### config.mk
export PLATFORM = sky130hd
export DESIGN_NAME = tws_config_port
export DESIGN_NICKNAME = d
export VERILOG_FILES = /design/src/design/tws_pkg.sv /design/src/design/tws_cfg_bank.sv /design/src/design/tws_config_port.sv
export SDC_FILE = /design/constraint.sdc
export NUM_CORES = 1
export LEC_CHECK = 0
export BUFFER_PORTS_ARGS = -buffer_cell sky130_fd_sc_hd__buf_2
export CAP_MARGIN = 20
export CORE_ASPECT_RATIO = 0.7
export CORE_MARGIN = 2
export CORE_UTILIZATION = 60
export DETAILED_ROUTE_END_ITERATION = 8
export GPL_ROUTABILITY_DRIVEN = 0
export MAX_ROUTING_LAYER = met4
export PLACE_DENSITY = 0.77
export SLEW_MARGIN = 5
export SYNTH_ARGS = -nofsm -noshare
export SYNTH_HDL_FRONTEND = slang
export SYNTH_SLANG_ARGS = --single-unit
### constraint.sdc
create_clock -name clk -period 6.1 [get_ports clk]
set_clock_uncertainty 0.15 [all_clocks]
set_input_delay 0.915 -clock clk [delete_from_list [all_inputs] [get_ports clk]]
set_output_delay 0.915 -clock clk [all_outputs]
set_load 0.02 [all_outputs]
### src/design/tws_pkg.sv
// Overview of operation
// - Host changes data on shift-clock rise; device samples data on shift-clock fall.
// - On reads the device drives bits on rises; host samples on falls.
// - First octet is a seven-bit address, MSB first, then the direction bit.
// - Direction bit one requests a read, zero requests a write.
// - Registers are eight bits; every octet is shifted whole, MSB first.
// - Written values reach the addressed registers only when select falls.
// - Main and reference dividers are twelve bits, swallow six, split over addresses.
// - Divider set zero serves transmitted zeros, set one transmitted ones.
// - Receive oscillator frequency always comes from divider set zero.
// - Five-bit crystal trim: zero connects no capacitors, all ones connects all.
// - Crystal oscillator starts first; other circuits enable after it settles.
// - With lock indicator enabled, the lock pin is high while the loop is locked.
// - Host loads transmit dividers before the amplifier; lock may read unlocked meanwhile.
// - Select is active high; rising opens and falling closes a transaction.
// - Each further write octet goes to the next higher address.
// - First shift-clock rise after the address octet of a read turns data to output.
// - Reads never change register contents.
package tws_pkg;

  // Register map.
  localparam int unsigned NUM_REGS = 22;
  localparam int unsigned ADDR_W = 7;
  localparam logic [6:0] ADR_MODE = 7'h00;
  localparam logic [6:0] ADR_DET_FILT = 7'h01;
  localparam logic [6:0] ADR_OSC_BIAS_BAND = 7'h03;
  localparam logic [6:0] ADR_XTAL_TRIM = 7'h09;
  localparam logic [6:0] ADR_SWALLOW0 = 7'h0a;
  localparam logic [6:0] ADR_MAIN0_HI = 7'h0b;
  localparam logic [6:0] ADR_MAIN0_LO = 7'h0c;
  localparam logic [6:0] ADR_REF0_HI = 7'h0d;
  localparam logic [6:0] ADR_REF0_LO = 7'h0e;
  localparam logic [6:0] ADR_SWALLOW1 = 7'h0f;
  localparam logic [6:0] ADR_MAIN1_HI = 7'h10;
  localparam logic [6:0] ADR_MAIN1_LO = 7'h11;
  localparam logic [6:0] ADR_REF1_HI = 7'h12;
  localparam logic [6:0] ADR_REF1_LO = 7'h13;

  // Field positions.
  localparam int unsigned MODE_LSB = 1;
  localparam int unsigned LOCK_EN_BIT = 2;
  localparam int unsigned BAND_LSB = 0;
  localparam int unsigned BIAS_LSB = 2;
  localparam int unsigned TRIM_LSB = 0;
  localparam int unsigned HI_NIBBLE_W = 4;

  // Operating modes held in the mode register.
  localparam logic [1:0] MODE_RECEIVE = 2'h2;
  localparam logic [1:0] MODE_TRANSMIT = 2'h3;

  // Reset values: trim defaults to 13 with its fixed upper pattern.
  localparam logic [7:0] RST_XTAL_TRIM = 8'h2d;
  localparam logic [7:0] RST_OTHER = 8'h00;

  // Crystal start-up time.
  localparam int unsigned XCO_SETTLE_US = 750;
  localparam int unsigned CLK_KHZ = 25_000;
  localparam int unsigned XCO_SETTLE_CYC = XCO_SETTLE_US * CLK_KHZ / 1000;

endpackage

### src/design/tws_cfg_bank.sv
`timescale 1ns/10ps
// Active configuration bank with per-entry load and a registered read port.
module tws_cfg_bank #(
  parameter int unsigned DEPTH = tws_pkg::NUM_REGS
) (
  // Clock and reset.
  input wire logic clk,
  input wire logic rst_b,
  // Parallel load from the holding store.
  input wire logic [DEPTH-1:0] load_en,
  input wire logic [DEPTH*8-1:0] load_data,
  // Read port.
  input wire logic [6:0] rd_addr,
  output logic [7:0] rd_data,
  // Whole bank for the decode logic.
  output logic [DEPTH*8-1:0] bank
);

  // The read address is seven bits wide, so no more than 128 entries can be reached.
  if (DEPTH < 1 || DEPTH > 128)
  begin : g_bad_depth
    $error("Bank depth out of range.");
  end

  // Each entry loads only on its own strobe, so unwritten entries keep their value.
  genvar gi;
  generate
    for (gi = 0; gi < DEPTH; gi++)
    begin : g_ent
      localparam logic [7:0] RST_VAL = (gi == int'(tws_pkg::ADR_XTAL_TRIM)) ?
        tws_pkg::RST_XTAL_TRIM : tws_pkg::RST_OTHER;
      always_ff @(posedge clk)
      begin
        if (!rst_b)
          bank[gi*8 +: 8] <= RST_VAL;
        else if (load_en[gi])
          bank[gi*8 +: 8] <= load_data[gi*8 +: 8];
      end
    end
  endgenerate

  // Out-of-range reads return zero.
  wire rd_in_range = (int'(rd_addr) < DEPTH);
  wire [7:0] rd_sel = rd_in_range ? bank[int'(rd_addr)*8 +: 8] : 8'h00;

  // Read data leaves from a register.
  always_ff @(posedge clk)
  begin
    if (!rst_b)
      rd_data <= 8'h00;
    else
      rd_data <= rd_sel;
  end

endmodule

### src/design/tws_config_port.sv
`timescale 1ns/10ps
// Three-wire configuration port and synthesizer control registers.
module tws_config_port #(
  parameter int unsigned XCO_SETTLE_CYCLES = tws_pkg::XCO_SETTLE_CYC
) (
  // Clock and reset.
  input wire logic clk,
  input wire logic rst_b,
  // Serial port pins.
  input wire logic sel,
  input wire logic sclk,
  input wire logic sdio_in,
  output logic sdio_out,
  output logic sdio_oe_b,
  // Radio status inputs.
  input wire logic pll_locked,
  input wire logic tx_symbol,
  // Lock indicator pin.
  output logic lock_indicator_pin,
  // Power sequencing.
  output logic xco_enable,
  output logic circuits_enable,
  // Active synthesizer and oscillator settings.
  output logic [11:0] syn_main_div,
  output logic [11:0] syn_ref_div,
  output logic [5:0] syn_swallow_div,
  output logic [4:0] crystal_trim_bits,
  output logic [2:0] oscillator_bias_bits,
  output logic [1:0] oscillator_band_bits
);

  localparam int unsigned NR = tws_pkg::NUM_REGS;

  // The start-up counter is twenty bits wide, which bounds the settle count.
  if (XCO_SETTLE_CYCLES < 1 || XCO_SETTLE_CYCLES > 1_000_000)
  begin : g_bad_settle
    $error("Settle count out of range.");
  end

  typedef enum logic [3:0] {
    ST_IDLE = 4'b0001,
    ST_ADDR = 4'b0010,
    ST_WRITE = 4'b0100,
    ST_READ = 4'b1000
  } tws_state_t;

  // Pin synchronisers and edge history.
  logic sclk_m_ff, sclk_s_ff, sclk_d_ff;
  logic sel_m_ff, sel_s_ff, sel_d_ff;
  logic sdio_m_ff, sdio_s_ff;
  logic lock_m_ff, lock_s_ff;
  logic sym_m_ff, sym_s_ff;

  // Port state.
  tws_state_t state_ff, nxt_state;
  logic [2:0] bit_cnt_ff;
  logic [7:0] shift_ff;
  logic [6:0] addr_ff;
  logic [NR*8-1:0] hold_ff;
  logic [NR-1:0] pend_ff;
  logic [19:0] settle_cnt_ff;
  logic settled_ff;

  // Bank wiring.
  logic [NR*8-1:0] bank;
  logic [7:0] rd_data;
  wire [NR-1:0] load_en;

  // Every synchroniser first stage feeds only its second stage. Two flops per pin bound the
  // metastability window; the third flop on select and shift clock only keeps the previous
  // level, and it resets to the idle low level so no false edge follows reset.
  always_ff @(posedge clk)
  begin
    if (!rst_b)
    begin
      sclk_m_ff <= 1'b0;
      sclk_s_ff <= 1'b0;
      sclk_d_ff <= 1'b0;
      sel_m_ff <= 1'b0;
      sel_s_ff <= 1'b0;
      sel_d_ff <= 1'b0;
      sdio_m_ff <= 1'b0;
      sdio_s_ff <= 1'b0;
      lock_m_ff <= 1'b0;
      lock_s_ff <= 1'b0;
      sym_m_ff <= 1'b0;
      sym_s_ff <= 1'b0;
    end
    else
    begin
      sclk_m_ff <= sclk;
      sclk_s_ff <= sclk_m_ff;
      sclk_d_ff <= sclk_s_ff;
      sel_m_ff <= sel;
      sel_s_ff <= sel_m_ff;
      sel_d_ff <= sel_s_ff;
      sdio_m_ff <= sdio_in;
      sdio_s_ff <= sdio_m_ff;
      lock_m_ff <= pll_locked;
      lock_s_ff <= lock_m_ff;
      sym_m_ff <= tx_symbol;
      sym_s_ff <= sym_m_ff;
    end
  end

  // Edge events on the synchronised pins.
  // Edges are found one flop late, which costs a clock of latency but never misses one.
  wire sclk_rise = sclk_s_ff & ~sclk_d_ff;
  wire sclk_fall = ~sclk_s_ff & sclk_d_ff;
  wire sel_rise = sel_s_ff & ~sel_d_ff;
  wire sel_fall = ~sel_s_ff & sel_d_ff;

  // Octet bookkeeping; data and clock share the same synchroniser depth, so they stay aligned.
  wire octet_done = sclk_fall & (bit_cnt_ff == 3'h7);
  wire [7:0] shift_in = {shift_ff[6:0], sdio_s_ff};
  wire dir_read = shift_in[0];
  wire addr_valid = (int'(addr_ff) < NR);
  wire [6:0] addr_inc = addr_ff + 7'h01;
  wire rd_bit = rd_data[~bit_cnt_ff];
  wire rd_drive = addr_valid ? rd_bit : 1'b0;

  // Transactions only open once the crystal has settled, so early programming is ignored.
  wire open_ok = sel_rise & settled_ff;

  // Transaction sequencing.
  // A select fall closes from any state, so an aborted transfer leaves nothing half done.
  always_comb
  begin
    nxt_state = state_ff;
    unique case (state_ff)
      ST_IDLE:
      begin
        if (open_ok)
          nxt_state = ST_ADDR;
      end
      ST_ADDR:
      begin
        if (sel_fall)
          nxt_state = ST_IDLE;
        else if (octet_done)
          nxt_state = dir_read ? ST_READ : ST_WRITE;
      end
      ST_WRITE:
      begin
        if (sel_fall)
          nxt_state = ST_IDLE;
      end
      ST_READ:
      begin
        if (sel_fall)
          nxt_state = ST_IDLE;
      end
      default:
      begin
        nxt_state = ST_IDLE;
      end
    endcase
  end

  always_ff @(posedge clk)
  begin
    if (!rst_b)
      state_ff <= ST_IDLE;
    else
      state_ff <= nxt_state;
  end

  // Bit counter restarts on every open and wraps per octet.
  // Restarting in idle is what drops a partial octet at a close.
  always_ff @(posedge clk)
  begin
    if (!rst_b)
      bit_cnt_ff <= 3'h0;
    else if (state_ff == ST_IDLE)
      bit_cnt_ff <= 3'h0;
    else if (sclk_fall)
      bit_cnt_ff <= bit_cnt_ff + 3'h1;
  end

  // Incoming bits enter MSB first on falling shift-clock edges.
  always_ff @(posedge clk)
  begin
    if (!rst_b)
      shift_ff <= 8'h00;
    else if (sclk_fall && state_ff != ST_IDLE)
      shift_ff <= shift_in;
  end

  // Address is captured from the first octet and steps after each data octet.
  always_ff @(posedge clk)
  begin
    if (!rst_b)
      addr_ff <= 7'h00;
    else if (state_ff == ST_ADDR && octet_done)
      addr_ff <= shift_in[7:1];
    else if ((state_ff == ST_WRITE || state_ff == ST_READ) && octet_done)
      addr_ff <= addr_inc;
  end

  // Load strobe for the bank: a write transaction closing.
  wire write_close = sel_fall & (state_ff == ST_WRITE);

  // Holding store: written octets wait here, marked pending, until select drops.
  genvar gi;
  generate
    for (gi = 0; gi < NR; gi++)
    begin : g_hold
      wire hit = (state_ff == ST_WRITE) && octet_done && (int'(addr_ff) == gi);
      always_ff @(posedge clk)
      begin
        if (!rst_b)
        begin
          hold_ff[gi*8 +: 8] <= 8'h00;
          pend_ff[gi] <= 1'b0;
        end
        else if (hit)
        begin
          hold_ff[gi*8 +: 8] <= shift_in;
          pend_ff[gi] <= 1'b1;
        end
        else if (state_ff == ST_IDLE)
          pend_ff[gi] <= 1'b0;
      end
      // A hit in the same cycle as a close is not loaded: its pend_ff bit sets a clock after load_en is taken.
      assign load_en[gi] = pend_ff[gi] & write_close;
    end
  endgenerate

  // Reads only look at the bank; nothing in the read path writes it.
  // Read data trail the address by one clock, ample for a shift-clock phase of three.
  tws_cfg_bank #(
    .DEPTH(NR)
  ) u_bank (
    .clk(clk),
    .rst_b(rst_b),
    .load_en(load_en),
    .load_data(hold_ff),
    .rd_addr(addr_ff),
    .rd_data(rd_data),
    .bank(bank)
  );

  // Data pin: turned to output on the first rise of a read, released when select falls.
  // The pin moves about three clocks after the host's rise, settled before the host's fall.
  always_ff @(posedge clk)
  begin
    if (!rst_b)
    begin
      sdio_oe_b <= 1'b1;
      sdio_out <= 1'b0;
    end
    else if (state_ff != ST_READ || sel_fall)
    begin
      sdio_oe_b <= 1'b1;
      sdio_out <= 1'b0;
    end
    else if (sclk_rise)
    begin
      sdio_oe_b <= 1'b0;
      sdio_out <= rd_drive;
    end
  end

  // Crystal runs from reset; the rest waits for the start-up count to expire.
  // A larger trim value lengthens the real start-up, so the count is a parameter.
  // Requests seen before the count expires are ignored, not queued.
  always_ff @(posedge clk)
  begin
    if (!rst_b)
    begin
      settle_cnt_ff <= 20'h0_0000;
      settled_ff <= 1'b0;
      xco_enable <= 1'b0;
      circuits_enable <= 1'b0;
    end
    else
    begin
      xco_enable <= 1'b1;
      if (!settled_ff)
        settle_cnt_ff <= settle_cnt_ff + 20'h0_0001;
      if (int'(settle_cnt_ff) >= XCO_SETTLE_CYCLES - 1)
        settled_ff <= 1'b1;
      circuits_enable <= settled_ff;
    end
  end

  // Field decode from the active bank.
  // Only the fields below leave the block; the other bits are kept for read-back.
  wire [7:0] r_mode = bank[int'(tws_pkg::ADR_MODE)*8 +: 8];
  wire [7:0] r_det = bank[int'(tws_pkg::ADR_DET_FILT)*8 +: 8];
  wire [7:0] r_osc = bank[int'(tws_pkg::ADR_OSC_BIAS_BAND)*8 +: 8];
  wire [7:0] r_trim = bank[int'(tws_pkg::ADR_XTAL_TRIM)*8 +: 8];
  wire [1:0] mode = r_mode[tws_pkg::MODE_LSB +: 2];
  wire lock_en = r_det[tws_pkg::LOCK_EN_BIT];

  // Divider sets, each split across consecutive addresses.
  // Unused upper bits of the high registers read back but never reach the dividers.
  function automatic logic [11:0] tws_div12(input logic [7:0] hi, input logic [7:0] lo);
    tws_div12 = {hi[tws_pkg::HI_NIBBLE_W-1:0], lo};
  endfunction

  wire [11:0] main0 = tws_div12(bank[int'(tws_pkg::ADR_MAIN0_HI)*8 +: 8],
    bank[int'(tws_pkg::ADR_MAIN0_LO)*8 +: 8]);
  wire [11:0] ref0 = tws_div12(bank[int'(tws_pkg::ADR_REF0_HI)*8 +: 8],
    bank[int'(tws_pkg::ADR_REF0_LO)*8 +: 8]);
  wire [5:0] swal0 = bank[int'(tws_pkg::ADR_SWALLOW0)*8 +: 6];
  wire [11:0] main1 = tws_div12(bank[int'(tws_pkg::ADR_MAIN1_HI)*8 +: 8],
    bank[int'(tws_pkg::ADR_MAIN1_LO)*8 +: 8]);
  wire [11:0] ref1 = tws_div12(bank[int'(tws_pkg::ADR_REF1_HI)*8 +: 8],
    bank[int'(tws_pkg::ADR_REF1_LO)*8 +: 8]);
  wire [5:0] swal1 = bank[int'(tws_pkg::ADR_SWALLOW1)*8 +: 6];

  // Set one only while transmitting a one; receive and idle stay on set zero. The symbol
  // pin is synchronised, so a symbol change reaches the dividers three clocks later.
  wire use_set1 = (mode == tws_pkg::MODE_TRANSMIT) & sym_s_ff;

  // Selection of the active divider set and of the lock pin level.
  wire [11:0] act_main = use_set1 ? main1 : main0;
  wire [11:0] act_ref = use_set1 ? ref1 : ref0;
  wire [5:0] act_swal = use_set1 ? swal1 : swal0;
  // The pin follows the loop even while the amplifier ramps, so it may read unlocked then.
  wire lock_show = lock_en & lock_s_ff;

  // Registered outputs of the active configuration.
  always_ff @(posedge clk)
  begin
    if (!rst_b)
    begin
      syn_main_div <= 12'h000;
      syn_ref_div <= 12'h000;
      syn_swallow_div <= 6'h00;
      crystal_trim_bits <= tws_pkg::RST_XTAL_TRIM[4:0];
      oscillator_bias_bits <= 3'h0;
      oscillator_band_bits <= 2'h0;
      lock_indicator_pin <= 1'b0;
    end
    else
    begin
      syn_main_div <= act_main;
      syn_ref_div <= act_ref;
      syn_swallow_div <= act_swal;
      crystal_trim_bits <= r_trim[tws_pkg::TRIM_LSB +: 5];
      oscillator_bias_bits <= r_osc[tws_pkg::BIAS_LSB +: 3];
      oscillator_band_bits <= r_osc[tws_pkg::BAND_LSB +: 2];
      lock_indicator_pin <= lock_show;
    end
  end

endmodule

==> reports/summary.txt <==
====================================================================================
TritonRoute pass-1 iters ..............................................            6
Flip-flop cell with the highest count after synthesis .................      dfxtp_1
Number of buffers inserted for hold repair after clock tree synthesis .            0
Worst Setup End Kind ..................................................     register
Critical path class ................................................... register to register
Die Ht ................................................................       155 um
Number of maximum-capacitance violations ..............................            0
Post-synthesis cell count .............................................        2,077
Setup repair after global routing missed its margin ...................           no
Number of nets produced by synthesis ..................................        2,093
Slew at the pin with the worst max-slew slack .........................      1.08 ns
Fraction of power consumed by the clock network .......................        0.450
Area grow syn2layout ..................................................        7.56%
Outcome ............................................................... complete, no violations
Asr flop ratio synth ..................................................            0
Data required, critical path ..........................................      6.34 ns
Time the worst path needs with I/O delays and setup ...................      3.70 ns
Part of the power in registers ........................................        0.537
Total CTS buffers .....................................................           44
Highest-delay cell along the critical path ............................      nand3_1
Cell area power density ...............................................   278 nW/um2
DR vias ...............................................................       15,764
Pin count of the biggest net entering global routing ..................          182
Cells along the critical path ......................................... nor4b_4 > buf_4 > nand3_1 > buf_4 > o21ai_0 > a21oi_1
Total setup violations reported at the end of the flow ................            0
NetSw .................................................................      1.25 mW
Highest ir drop seen on vdd ...........................................   0.000239 V
Maximum buffer depth of the clock tree ................................            3
Worst hold-check path type ............................................ register to register
Area fraction of the dominant cell type after synthesis ...............        0.491
Final-layout setup total negative slack ...............................         0 ns
Via count of the first global-routing pass ............................       14,692
TritonCTS clock tree ..................................................         done
Clock slew at reported path FFs .......................................      0.06 ns
Share of cells above drive strength 1 .................................        0.111
Flop and latch count out of synthesis .................................          481
Top-count cell post-synth .............................................      dfxtp_1
Starting utilization of the core area .................................        0.608
Placed cells ..........................................................        2,390
Antenna cell count ....................................................            0
Top cells by area in the synthesized netlist .......................... dfxtp_1 (49%), mux2i_1 (11%), a21oi_1 (5.7%), nand3_1 (5.0%), o21ai_0 (4.7%)
Maximum cell stage delay along the critical path ......................      0.78 ns
Net switching fraction of the power ...................................        0.213
Die span in x .........................................................       220 um
Number of design rule violations left after detail routing ............            0
Later-pin clock latency in the skew report ............................      0.57 ns
Wire length of the first global-routing pass ..........................    83,400 um
Mapped Avg Cell Area ..................................................     9.44 um2
Share of synthesized area occupied by flip-flops and latches ..........        0.491
Critical Path Most Common Cell ........................................        buf_4
Total setup buffers inserted after CTS ................................            0
Number of max-slew violations in the final report .....................            0
Wire per inst .........................................................      21.7 um
Number of warnings issued by yosys ....................................            0
ANT nets after route ..................................................            0
Via count normalized by instance count ................................         6.39
Startpoint class of the critical path .................................     register
Most area-hungry cell type in the Yosys netlist .......................      dfxtp_1
Total length of routed wires ..........................................    53,600 um
Library cell used as clock root buffer ................................    clkbuf_16
Drt first-iter violations .............................................        2,137
Cell Rows .............................................................           55
Leak ..................................................................      8.38 nW
Core area .............................................................   32,300 um2
Crit path DAT .........................................................      3.95 ns
Cell-internal power ...................................................      4.61 mW
H-tree level count ....................................................            2
Post-route fraction of the period consumed by the critical path .......        0.607
Count of non-filler cells in the finished layout ......................        2,468
Initial antenna violation count .......................................            0
Post-Layout Inst Area .................................................   21,100 um2
Maximum operating frequency ...........................................      270 MHz
Number of hold violations in the final report .........................            0
Sinks on Clock Net ....................................................          481
Share of total power in combinational logic ...........................        0.012
Placed cell area ......................................................   19,700 um2
Post-DP HPWL ..........................................................    32,200 um
Most numerous cell types in the synthesized netlist ................... dfxtp_1 (481), a21oi_1 (224), mux2i_1 (209)
GRT Resource Usage Total ..............................................        0.322
Number of buffers inserted by port buffering ..........................           51
Worst slew margin relative to its limit ...............................        0.275
Synth cell types ......................................................           63
DIE AREA ..............................................................   34,200 um2
Max Fanout on Critical Path ...........................................           25
Mapped cell area ......................................................   19,600 um2
Total congestion overflow .............................................            0
Number of gates given a new drive strength after cts ..................            0
Post-synth EDFFs ......................................................            0
Top-level port count ..................................................           52
Net count, final ......................................................        2,028
====================================================================================
-- critical path, delay by kind of cell, from the launching register on --
| family | cells | cell delay (ns) |
|---|---|---|
| simple gates | 2 | 1.53 |
| buf+inv | 2 | 1.01 |
| flops | 1 | 0.51 |
| compound gates | 2 | 0.34 |
-- stage by stage --
stage	hold WS (ns)	setup WS, ns	power, mW	util
floorplan	0.262	3.81	3.27	-
global placement	0.275	2.62	3.29	0.610
detailed placement	0.278	2.51	3.29	0.611
CTS	0.303	2.50	5.88	0.652
global route	0.329	2.22	6.02	0.654
finish	0.296	2.40	5.86	0.654
-- layer usage --
layer / vias up / wire length, um / GRT usage / share of wire
met2: 827 / 22800 / 0.447 / 0.43
li1: 7214 / - / - / -
met1: 7617 / 23300 / 0.460 / 0.43
met3: 106 / 6200 / 0.0811 / 0.12
met4: 0 / 1390 / 0.0949 / 0.026
met5: - / 0 / - / 0
-- cell usage in the layout, fill, tap and decap left out, types with 4 or more instances in the layout --
master	count
mux4_2	32
or4_1	8
xor2_1	7
o32ai_1	7
dfxtp_1	478
o221ai_1	7
nand4_1	7
buf_2	51
a32o_1	22
mux2i_1	209
a21oi_1	224
nor2b_1	7
o22ai_1	9
nand2b_1	10
o21ai_0	184
nand3_1	195
o22a_1	7
inv_1	8
clkbuf_16	45
ha_1	9
nand3_2	22
o21ai_1	4
xnor2_1	8
and2_1	28
or3_1	6
clkbuf_8	6
and3_1	17
nand2_1	94
nor2_1	207
clkinv_2	9
o31ai_1	7
clkbuf_1	13
buf_4	29
nor3_1	5
-- state kept, by name, summed over array words and instances, names as in the netlist, 8 cells and up --
signal,count
syn_ref_div,12
settle_cnt_ff,20
hold_ff,176
syn_main_div,12
pend_ff,22
u_bank.rd_data,8
u_bank.bank,176
-- logic make-up (layout without fill, tap and decap cells) --
group	count (synthesis)	after routing	synth area share
simple gates	634	634	0.160
compound gates	489	489	0.140
flops	481	481	0.491
mux	243	243	0.145
buf+inv	206	170	0.0523
xor+xnor	15	15	0.00670
fa+ha+maj	9	9	0.00574
-- area by class of cell --
class / count / area [um2]
fillers: 2550 / 11200
flip-flops and latches: 481 / 9630
multi-input cells: 1390 / 8980
clock buffers: 63 / 1240
repair buffers: 86 / 579
well taps: 427 / 534
clock inverters: 12 / 92.6
inverters: 9 / 41.3
-- power by group through the flow --
stage                     Clock [mW]  Sequential, mW  Combinational (mW)
after floorplan                    0            3.22              0.0541
after global placement             0            3.22              0.0701
after detailed placement           0            3.22              0.0712
after CTS                       2.66            3.15              0.0715
after global routing            2.79            3.15              0.0789
final                           2.64            3.15              0.0728
-- final timing paths --
kind | slack, ns | cells past startpoint | endpoint | start
min | 0.30 | 1 | sym_s_ff | sym_m_ff
max | 2.40 | 6 | hold_ff[171] | state_ff[2]
min reg2reg | 0.30 | 1 | sym_s_ff | sym_m_ff
max reg2reg | 2.40 | 6 | hold_ff[171] | state_ff[2]
Power figures use the tool's default switching activity.
